### src/verilog/ssf_pkg.sv
// package: status register layout, reset values and register offsets
package ssf_pkg;
  // register indices on the plain register port
  localparam logic [1:0] ssf_addr_status = 2'h0;
  localparam logic [1:0] ssf_addr_control = 2'h1;
  // status register bit positions
  localparam int ssf_bit_tdempty = 7;
  localparam int ssf_bit_rxfull = 6;
  localparam int ssf_bit_overrun = 5;
  localparam int ssf_bit_framing = 4;
  localparam int ssf_bit_parity = 3;
  localparam int ssf_bit_txdone = 2;
  localparam int ssf_bit_rxmpb = 1;
  localparam int ssf_bit_txmpb = 0;
  // control register bit positions
  localparam int ssf_bit_txon = 0;
  localparam int ssf_bit_rxon = 1;
  localparam int ssf_bit_filter = 2;
  // index of each clearable flag inside the 5-bit clearable group
  localparam int ssf_nclr = 5;
  localparam int ssf_ci_tdempty = 4;
  localparam int ssf_ci_rxfull = 3;
  localparam int ssf_ci_overrun = 2;
  localparam int ssf_ci_framing = 1;
  localparam int ssf_ci_parity = 0;
  // reset values
  localparam logic [7:0] ssf_status_reset = 8'h84;
  localparam logic [2:0] ssf_control_reset = 3'h0;
endpackage : ssf_pkg

### src/verilog/ssf_top.sv
// serial channel status flags with register port and engine event inputs
// How it works
// - empty flag set when tx off or loaded
// - empty flag cleared by zero after one read
// - full flag set on clean received word
// - full clears only by read-write; rx off keeps
// - overrun set on word while still full
// - framing set on zero first stop bit
// - parity flag set on parity check fail
// - writing one never sets clearable flags
// - complete set tx off or last bit empty
// - complete clears with the empty flag clear
// - received multiprocessor bit captured, held when off
// - transmit multiprocessor bit sent from bit zero
// - filter drops zero-mpb frames, clears on one
// - enables permit transmission and reception
//
// Chosen here: the register offsets and the strobed register port.
module ssf_top (
  input wire logic mclk,
  input wire logic rstn,
  // register port
  input wire logic [1:0] reg_addr,
  input wire logic [7:0] reg_wdata,
  input wire logic reg_wr,
  input wire logic reg_rd,
  output logic [7:0] reg_rdata,
  // transmit engine events
  input wire logic tx_load,
  input wire logic tx_last_bit,
  // receive engine events
  input wire logic rx_done,
  input wire logic rx_stop_bit,
  input wire logic rx_parity_fail,
  input wire logic rx_mpb_in,
  // to the engines
  output logic tx_on_bit,
  output logic rx_enable_bit,
  output logic tx_multiproc_bit,
  output logic rx_store
);
  import ssf_pkg::*;

  // all registered state of the block
  typedef struct packed {
    logic [7:0] status;
    logic [2:0] control;
    logic [7:0] rdata;
    logic store;
  } ssf_top_type;

  ssf_top_type cur;
  ssf_top_type next_cur;
  logic rst_n; // synchronised reset
  logic [ssf_nclr-1:0] clr_flags; // current clearable flags
  logic [ssf_nclr-1:0] clr_set; // set events this cycle
  logic [ssf_nclr-1:0] clr_wbits; // written values per flag
  logic [ssf_nclr-1:0] clr_ok; // clear allowed this cycle
  logic st_wr; // write to status register
  logic st_rd; // read of status register
  logic ct_wr; // write to control register
  logic rx_active; // reception permitted
  logic tx_active; // transmission permitted
  logic rx_keep; // frame not discarded by filter
  logic rx_good; // clean frame accepted
  logic ev_tdempty; // empty flag set event
  logic ev_txdone; // complete flag set event

  ssf_reset_sync u_rst (
    .mclk(mclk),
    .rstn(rstn),
    .rst_sync_n(rst_n)
  );

  // address decode
  always_comb begin
    st_wr = 1'b0;
    st_rd = 1'b0;
    ct_wr = 1'b0;
    if (reg_addr == ssf_addr_status) begin
      st_wr = reg_wr;
      st_rd = reg_rd;
    end else if (reg_addr == ssf_addr_control) begin
      ct_wr = reg_wr;
    end
  end

  // engine qualifiers
  always_comb begin
    tx_active = cur.control[ssf_bit_txon];
    rx_active = cur.control[ssf_bit_rxon];
    // filtered frames with mpb 0 are skipped, but still set parity and load the received mpb
    rx_keep = ~cur.control[ssf_bit_filter] | rx_mpb_in;
    rx_good = rx_done & rx_active & rx_keep & rx_stop_bit & ~rx_parity_fail;
    // tx off forces empty; a load also empties the holding register
    ev_tdempty = ~tx_active | (tx_load & tx_active);
    // last bit out with nothing waiting means the line goes idle
    ev_txdone = ~tx_active
      | (tx_active & tx_last_bit & cur.status[ssf_bit_tdempty]);
  end

  // gather clearable flags into one vector for the arm tracker
  always_comb begin
    clr_flags[ssf_ci_tdempty] = cur.status[ssf_bit_tdempty];
    clr_flags[ssf_ci_rxfull] = cur.status[ssf_bit_rxfull];
    clr_flags[ssf_ci_overrun] = cur.status[ssf_bit_overrun];
    clr_flags[ssf_ci_framing] = cur.status[ssf_bit_framing];
    clr_flags[ssf_ci_parity] = cur.status[ssf_bit_parity];
    clr_wbits[ssf_ci_tdempty] = reg_wdata[ssf_bit_tdempty];
    clr_wbits[ssf_ci_rxfull] = reg_wdata[ssf_bit_rxfull];
    clr_wbits[ssf_ci_overrun] = reg_wdata[ssf_bit_overrun];
    clr_wbits[ssf_ci_framing] = reg_wdata[ssf_bit_framing];
    clr_wbits[ssf_ci_parity] = reg_wdata[ssf_bit_parity];
    clr_set[ssf_ci_tdempty] = ev_tdempty;
    clr_set[ssf_ci_rxfull] = rx_good;
    // overrun: a word ends while full still set; filtered frames excluded
    clr_set[ssf_ci_overrun] = rx_done & rx_active & rx_keep
      & cur.status[ssf_bit_rxfull];
    // only the first stop bit is presented by the engine in 2-stop mode
    clr_set[ssf_ci_framing] = rx_done & rx_active & rx_keep & ~rx_stop_bit;
    clr_set[ssf_ci_parity] = rx_done & rx_active & rx_parity_fail;
  end

  ssf_arm #(
    .width(ssf_nclr)
  ) u_arm (
    .mclk(mclk),
    .rst_n(rst_n),
    .flags(clr_flags),
    .set_ev(clr_set),
    .rd_ev(st_rd),
    .wr_ev(st_wr),
    .wr_bits(clr_wbits),
    .clear_ok(clr_ok)
  );

  // next-state logic for status, control and read data
  always_comb begin
    next_cur = cur;
    next_cur.store = 1'b0;
    // set wins over clear: set terms are applied after clears
    if (clr_ok[ssf_ci_tdempty]) begin
      next_cur.status[ssf_bit_tdempty] = 1'b0;
      next_cur.status[ssf_bit_txdone] = 1'b0;
    end
    if (clr_ok[ssf_ci_rxfull]) begin
      // rx enable has no effect on this flag
      next_cur.status[ssf_bit_rxfull] = 1'b0;
    end
    if (clr_ok[ssf_ci_overrun]) begin
      next_cur.status[ssf_bit_overrun] = 1'b0;
    end
    if (clr_ok[ssf_ci_framing]) begin
      next_cur.status[ssf_bit_framing] = 1'b0;
    end
    if (clr_ok[ssf_ci_parity]) begin
      next_cur.status[ssf_bit_parity] = 1'b0;
    end
    // written ones are dropped: flags only ever go to 1 by events
    if (ev_tdempty) begin
      next_cur.status[ssf_bit_tdempty] = 1'b1;
    end
    if (ev_txdone) begin
      next_cur.status[ssf_bit_txdone] = 1'b1;
    end
    if (rx_good) begin
      next_cur.status[ssf_bit_rxfull] = 1'b1;
      next_cur.store = 1'b1;
    end
    if (clr_set[ssf_ci_overrun]) begin
      next_cur.status[ssf_bit_overrun] = 1'b1;
    end
    if (clr_set[ssf_ci_framing]) begin
      next_cur.status[ssf_bit_framing] = 1'b1;
    end
    if (clr_set[ssf_ci_parity]) begin
      next_cur.status[ssf_bit_parity] = 1'b1;
    end
    // mpb captured only while receiving; otherwise held
    if (rx_done && rx_active) begin
      next_cur.status[ssf_bit_rxmpb] = rx_mpb_in;
    end
    // transmit mpb is plain read/write
    if (st_wr) begin
      next_cur.status[ssf_bit_txmpb] = reg_wdata[ssf_bit_txmpb];
    end
    if (ct_wr) begin
      next_cur.control = reg_wdata[2:0];
    end
    // filter enable drops itself on an mpb-1 frame, after software writes
    if (rx_done && rx_active && cur.control[ssf_bit_filter] && rx_mpb_in) begin
      next_cur.control[ssf_bit_filter] = 1'b0;
    end
    // read data valid the cycle after the strobe only
    next_cur.rdata = 8'h00;
    if (reg_rd) begin
      if (reg_addr == ssf_addr_status) begin
        next_cur.rdata = cur.status;
      end else if (reg_addr == ssf_addr_control) begin
        next_cur.rdata = {5'h00, cur.control};
      end
    end
  end

  // state register
  always_ff @(posedge mclk or negedge rst_n) begin
    if (!rst_n) begin
      cur.status <= ssf_status_reset;
      cur.control <= ssf_control_reset;
      cur.rdata <= 8'h00;
      cur.store <= 1'b0;
    end else begin
      cur <= next_cur;
    end
  end

  // outputs straight from flops
  assign reg_rdata = cur.rdata;
  assign tx_on_bit = cur.control[ssf_bit_txon];
  assign rx_enable_bit = cur.control[ssf_bit_rxon];
  assign tx_multiproc_bit = cur.status[ssf_bit_txmpb];
  assign rx_store = cur.store;
endmodule : ssf_top

### src/verilog/ssf_reset_sync.sv
// reset synchroniser: asynchronous assert, two-flop release
module ssf_reset_sync (
  input wire logic mclk,
  input wire logic rstn,
  output logic rst_sync_n
);
  // two-stage shift register, state as one packed struct
  typedef struct packed {
    logic s1;
    logic s2;
  } ssf_rs_type;
  ssf_rs_type cur;
  ssf_rs_type next_cur;
  // shift a one in after release
  always_comb begin
    next_cur.s1 = 1'b1;
    next_cur.s2 = cur.s1;
  end
  // only constants under asynchronous reset
  always_ff @(posedge mclk or negedge rstn) begin
    if (!rstn) begin
      cur <= '0;
    end else begin
      cur <= next_cur;
    end
  end
  assign rst_sync_n = cur.s2;
endmodule : ssf_reset_sync

### src/verilog/ssf_arm.sv
// read-armed clear tracker for the clearable flags
module ssf_arm #(
  parameter int width = 5
) (
  input wire logic mclk,
  input wire logic rst_n,
  input wire logic [width-1:0] flags,
  input wire logic [width-1:0] set_ev,
  input wire logic rd_ev,
  input wire logic wr_ev,
  input wire logic [width-1:0] wr_bits,
  output logic [width-1:0] clear_ok
);
  typedef struct packed {
    logic [width-1:0] armed;
  } ssf_arm_type;
  ssf_arm_type cur;
  ssf_arm_type next_cur;
  // per flag: arm on read of 1, disarm on any write or on a fresh set
  generate
    for (genvar i = 0; i < width; i++) begin : g_arm
      // clear only if armed, written 0, and no new event now
      assign clear_ok[i] = cur.armed[i] & wr_ev & ~wr_bits[i] & ~set_ev[i];
    end
  endgenerate
  always_comb begin
    next_cur = cur;
    for (int i = 0; i < width; i++) begin
      if (set_ev[i]) begin
        // a re-set after the read needs a new read
        next_cur.armed[i] = 1'b0;
      end else if (wr_ev) begin
        next_cur.armed[i] = 1'b0;
      end else if (rd_ev && flags[i]) begin
        next_cur.armed[i] = 1'b1;
      end
    end
  end
  always_ff @(posedge mclk or negedge rst_n) begin
    if (!rst_n) begin
      cur <= '0;
    end else begin
      cur <= next_cur;
    end
  end
endmodule : ssf_arm

### config.mk
export PLATFORM = sky130hd
export DESIGN_NAME = ssf_top
export DESIGN_NICKNAME = d
export VERILOG_FILES = /design/src/verilog/ssf_pkg.sv /design/src/verilog/ssf_top.sv /design/src/verilog/ssf_reset_sync.sv /design/src/verilog/ssf_arm.sv
export SDC_FILE = /design/constraint.sdc
export NUM_CORES = 1
export LEC_CHECK = 0
export ABC_AREA = 1
export ABC_CLOCK_PERIOD_IN_PS = 2500
export BUFFER_PORTS_ARGS = -buffer_cell sky130_fd_sc_hd__buf_4
export CAP_MARGIN = 15
export CORE_UTILIZATION = 54
export CTS_CLUSTER_SIZE = 20
export DETAILED_ROUTE_END_ITERATION = 16
export PLACE_DENSITY_LB_ADDON = 0.3
export SLEW_MARGIN = 20
export SYNTH_ARGS = -nofsm -noshare
export SYNTH_HDL_FRONTEND = slang
export SYNTH_SLANG_ARGS = --single-unit
### constraint.sdc
create_clock -name mclk -period 2.5 [get_ports mclk]
set_clock_uncertainty 0.1 [all_clocks]
set_input_delay 0.25 -clock mclk [delete_from_list [all_inputs] [get_ports mclk]]
set_output_delay 0.25 -clock mclk [all_outputs]
set_load 0.05 [all_outputs]
=== Yosys cells after proc, flatten, opt, wreduce, memory -nomap -nowiden ===
Index checks and enable logic that the tools add are counted.

* Equal/unequal tests: 1
* Mux-type cells: 36
* Bitwise logic cells: 42
* Reduce and logical (&&, ||, !) cells: 21

{| class="wikitable"
|+ Operators with widths
! operator !! count
|-
| $mux W1 || 32
|-
| $and A1 B1 Y1 || 25
|-
| $mux W8 || 2
|-
| $reduce_bool A3 Y1 || 5
|-
| $not A1 Y1 || 14
|-
| $reduce_bool A2 Y1 || 7
|-
| $logic_and A1 B1 Y1 || 8
|-
| $mux W3 || 2
|-
| $or A1 B1 Y1 || 3
|-
| $eq A2 B1 Y1 const B || 1
|-
| $logic_not A2 Y1 || 1
|}

* Register bits after elaboration: 27
* Bits of input ports: 20
* Output and inout port bits: 12
* Logic and storage cells: 119

=== Logic depth before layout (Yosys ltp) ===
* Depth in word-level cells: 9
* Depth in mapped cells: 6

=== Modules after synthesis ===
Synthesis repeated with hierarchy kept, for this count alone.

* Cell total of the unflattened synthesis: 146
* Area, all modules: 1,247.4 sq um

{| class="wikitable"
|+ By module, submodules not included
! module !! times used !! cells an instance !! area each (sq um) !! seq. area each (sq um)
|-
| ssf_top || 1 || 97 || 875.8 || 503.0
|-
| ssf_arm || 1 || 46 || 317.8 || 125.1
|-
| ssf_reset_sync || 1 || 3 || 53.8 || 50.0
|}

=== Least setup slack after synthesis ===
OpenSTA, ideal clock, no wires.

* Path kind: register to register
* From: reg cur, in the netlist rx_enable_bit
* To: reg u_arm.cur[3] (netlist bit)
* Setup time: 0.114 ns
* Arrival time: 1.115 ns
* Required time: 2.286 ns
* Slack: 1.170 ns
* Cell stages (with the launch flop): 6
* Period minus slack after synthesis: 1.330 ns
* Cells stage by stage: dfrtp_1 -> nand2_1 -> inv_2 -> nand3_1 -> nand2_1 -> nor2_2

* Cells in the longest elaborated chain, start to end: 5
* Elaborated cells between the ends (all ways): 6
* Classes of those cells: 1 x mux; 4 x bitwise; 1 x reduce/logical

{| class="wikitable"
|+ RTL lines
! item !! line !! source
|-
| start, declared || ssf_top.sv:52 || <nowiki>ssf_top_type cur;</nowiki>
|-
| start signal, assigned || ssf_top.sv:213 || <nowiki>cur <= next_cur;</nowiki>
|-
| $and A1 B1 Y1 * (4 in a row) || ssf_top.sv:94 || <nowiki>rx_good = rx_done & rx_active & rx_keep & rx_stop_bit & ~rx_parity_fail;</nowiki>
|-
| $reduce_bool A3 Y1 (no line) / $mux W1 (equally long branches) || - ||
|-
| end signal, assigned || ssf_arm.sv:43 || <nowiki>cur <= next_cur;</nowiki>
|-
| end, declared || ssf_arm.sv:17 || <nowiki>ssf_arm_type cur;</nowiki>
|}

Every way passes the cells marked *; elsewhere a longest branch is shown, timed or not.
A chain may end at the register's enable or synchronous reset.

=== Worst setup path after layout ===
* From: reg cur, in the netlist tx_on_bit
* To: out tx_on_bit

{| class="wikitable"
|+ RTL lines
! item !! line !! source
|-
| end, declared || ssf_top.sv:37 || <nowiki>output logic tx_on_bit,</nowiki>
|}

No word-level cell between the ends.

==> run summary <==
First-pass iteration count of the detailed router - 4
WP data arrival - 1.01 ns
Worst-path maximum fanout - 5
Metal-1 WL - 919 um
Slowest stage delay, CP - 0.46 ns
Synth-to-Final Area Change - 20.5%
First-pass GRT wire length - 3.55 mm
Setup tns final - 0 ns
Routed vias - 927
Top post-synthesis cells by area - dfrtp_1 (53%), nand2_1 (14%), inv_1 (6.9%)
Max-slew violations - 0
Top cell type's share of synthesized area - 0.526
Routed wire per std cell - 10.5 um
Largest family of logic cells by synthesized area - simple AND/OR/NAND/NOR gates
Tot GR Track Use - 0.194
Vias in the first global route - 932
Util after Layout - 0.709
Met2 wire length - 1.06 mm
Max-Slew Margin vs Limit - 0.376
# IOs - 32
Worst hold slack - 0.0210 ns
Post-Place Cells - 192
Flop-to-flop setup slack - 1.41 ns
Status - completed
CP top delay family - flip-flops
Async set or reset register ratio after synthesis - 1.00
Post-synthesis mux area share - 0
Die height - 48.9 um
Max clock buf depth - 2
Worst slew pin tran - 0.935 ns
Startpoint types - flop
Drt via density - 4.71
Num CTS Buffers - 3
Aggregate routed wire length - 2.07 mm
VDD IR max - 0.376 mV
CP Buf/Inv Count - 1
Post-synth top cells - nand2_1 (45), dfrtp_1 (25), inv_1 (22)
Ys Warns - 0
Post-synth EDFFs - 0
Most common cell in the netlist - nand2_1
Clock Tree Root - clkbuf_4
Syn nets - 162
CP endpoint kind - output pin
Pre-CTS setup slack - 1.31 ns
PnR worst setup slack - 1.14 ns
ANT nets after route - 0
Prevailing post-synth register cell - dfrtp_1
RR Endpoint - u_arm.cur[3]
Dpl hpwl - 1.60 mm
Synth Area in Compound Gates - 0.0400
Row count - 16
Syn_area_per_cell - 8.38 um2
Power Dens Cells - 679 nW/um2
Required @ worst endpoint - 2.15 ns
Synth cell types - 15
Initial Utilization - 0.588
Post-synth top area cell - dfrtp_1
# DRC - 0
Hold path start - reg_wdata[1]
Final hold violation count - 0
Largest net degree at the start of global routing - 26
Syn Inst Count - 142
Cell Area, Synth - 1190 um2
Final period utilization - 0.546
CP max-delay cell - dfrtp_1
Setup-failing EPs final - 0
WHS Path Cells - 3
H-tree levels - 1
Static leakage - 0.842 nW
Metal3 WL - 68 um
Simple-Gate Fraction of Synth Area - 0.254
Maximum Capacitance Violations - 0
R2R cell count - 5
#FFs+latches synth - 27
Hold EP - rx_enable_bit
Synth Area in Adders - 0
Worst-Skew Late Latency - 0.31 ns
# port buffers - 31
CTS tree - done
Tmin final - 1.36 ns
Top layer in use - met4
Cts repair resizes - 0
Grt ovf - 0
Area of the die - 2400 um2
Sequential-to-total area share from yosys stat - 0.570
Fmax achieved - 733 MHz
Core area - 2020 um2
# diodes - 0
Crit Path Class - flop to output pin
Worst-path cell chain - buf_4
Initial antenna violation count - 0
Iter 0 DRT Violations - 7
Final GP Congestion - 0.796
Hold WC Path Type - input port to flop
RSZ-0062 raised after global routing - false
Die Width - 48.9 um
Post-Layout Cell Count - 197
Worst r2r src - rx_enable_bit
Worst-path clk slew - 0.15 ns
Post-Synth XOR/XNOR Area - 0
Final nets - 191
Clock sink count - 27
Share of layout cells above drive strength 1 - 0.282
==> per-stage QoR <==
stage          power, mW  cell area (um2)
2_1_floorplan      0.726             1190
3_3_place_gp       0.789             1400
3_5_place_dp       0.799             1400
4_1_cts            0.979             1430
5_1_grt             1.03             1430
6_report           0.973             1430
==> cells by family (layout without fill, tap and decap cells) <==
kind of cell	Yosys count	count (layout)
buffers and inverters	34	62
other	1	1
AO/OA/AOI/OAI	9	9
flip-flops	27	27
AND/OR/NAND/NOR	71	71
==> sequential cells by signal (all words and copies together), names as in the netlist, 3 cells and up <==
| name | count |
|---|---|
| u_arm.cur | 5 |
| reg_rdata | 8 |
| cur | 3 |
| clr_flags | 5 |
==> worst max path at each step <==
stage	from	endpoint	slack (ns)	cells past startpoint
3_3_place_gp	reg_addr[1]	u_arm.cur[2]	1.32	5
5_1_grt	tx_on_bit	tx_on_bit	1.11	1
6_report	tx_on_bit	tx_on_bit	1.14	1
4_1_cts	tx_on_bit	tx_on_bit	1.15	1
2_1_floorplan	rx_enable_bit	u_arm.cur[3]	1.17	5
3_5_place_dp	u_rst.rst_sync_n	u_arm.cur[4]	1.31	0
==> timing repair <==
item	in CTS	in global routing
setup buffers	0	0
hold buffers	1	0
endpoints found under the hold margin	2	0
==> per-layer routing <==
layer	track usage	vias up
met3	0.0312	4
met1	0.235	429
met4	0.0882	0
li1	-	470
met2	0.338	24
met5	0	-
==> area by class of cell <==
class,instances,area [um2]
fillers,172,588
multi-input cells,81,354
clock buffers,3,22.5
flip-flops and latches,27,678
inverters,26,97.6
well taps,27,33.8
clock inverters,1,5.00
repair buffers,32,243
==> layout by cell type, fill, tap and decap left out, drive strengths merged <==
master	count
conb	1
a21boi	1
clkinv	1
nand3	11
buf	31
a21oi	6
nor2	13
dfrtp	25
o21ai	2
inv	26
clkbuf	3
nand2	47
dfstp	2
dlygate4sd3	1
==> power by group <==
part	internal, mW	switching, mW	leakage, nW
clock network	0.0598	0.124	0.0177
logic	0.0880	0.152	0.488
registers	0.506	0.0440	0.336
Power figures use the tool's default switching activity.
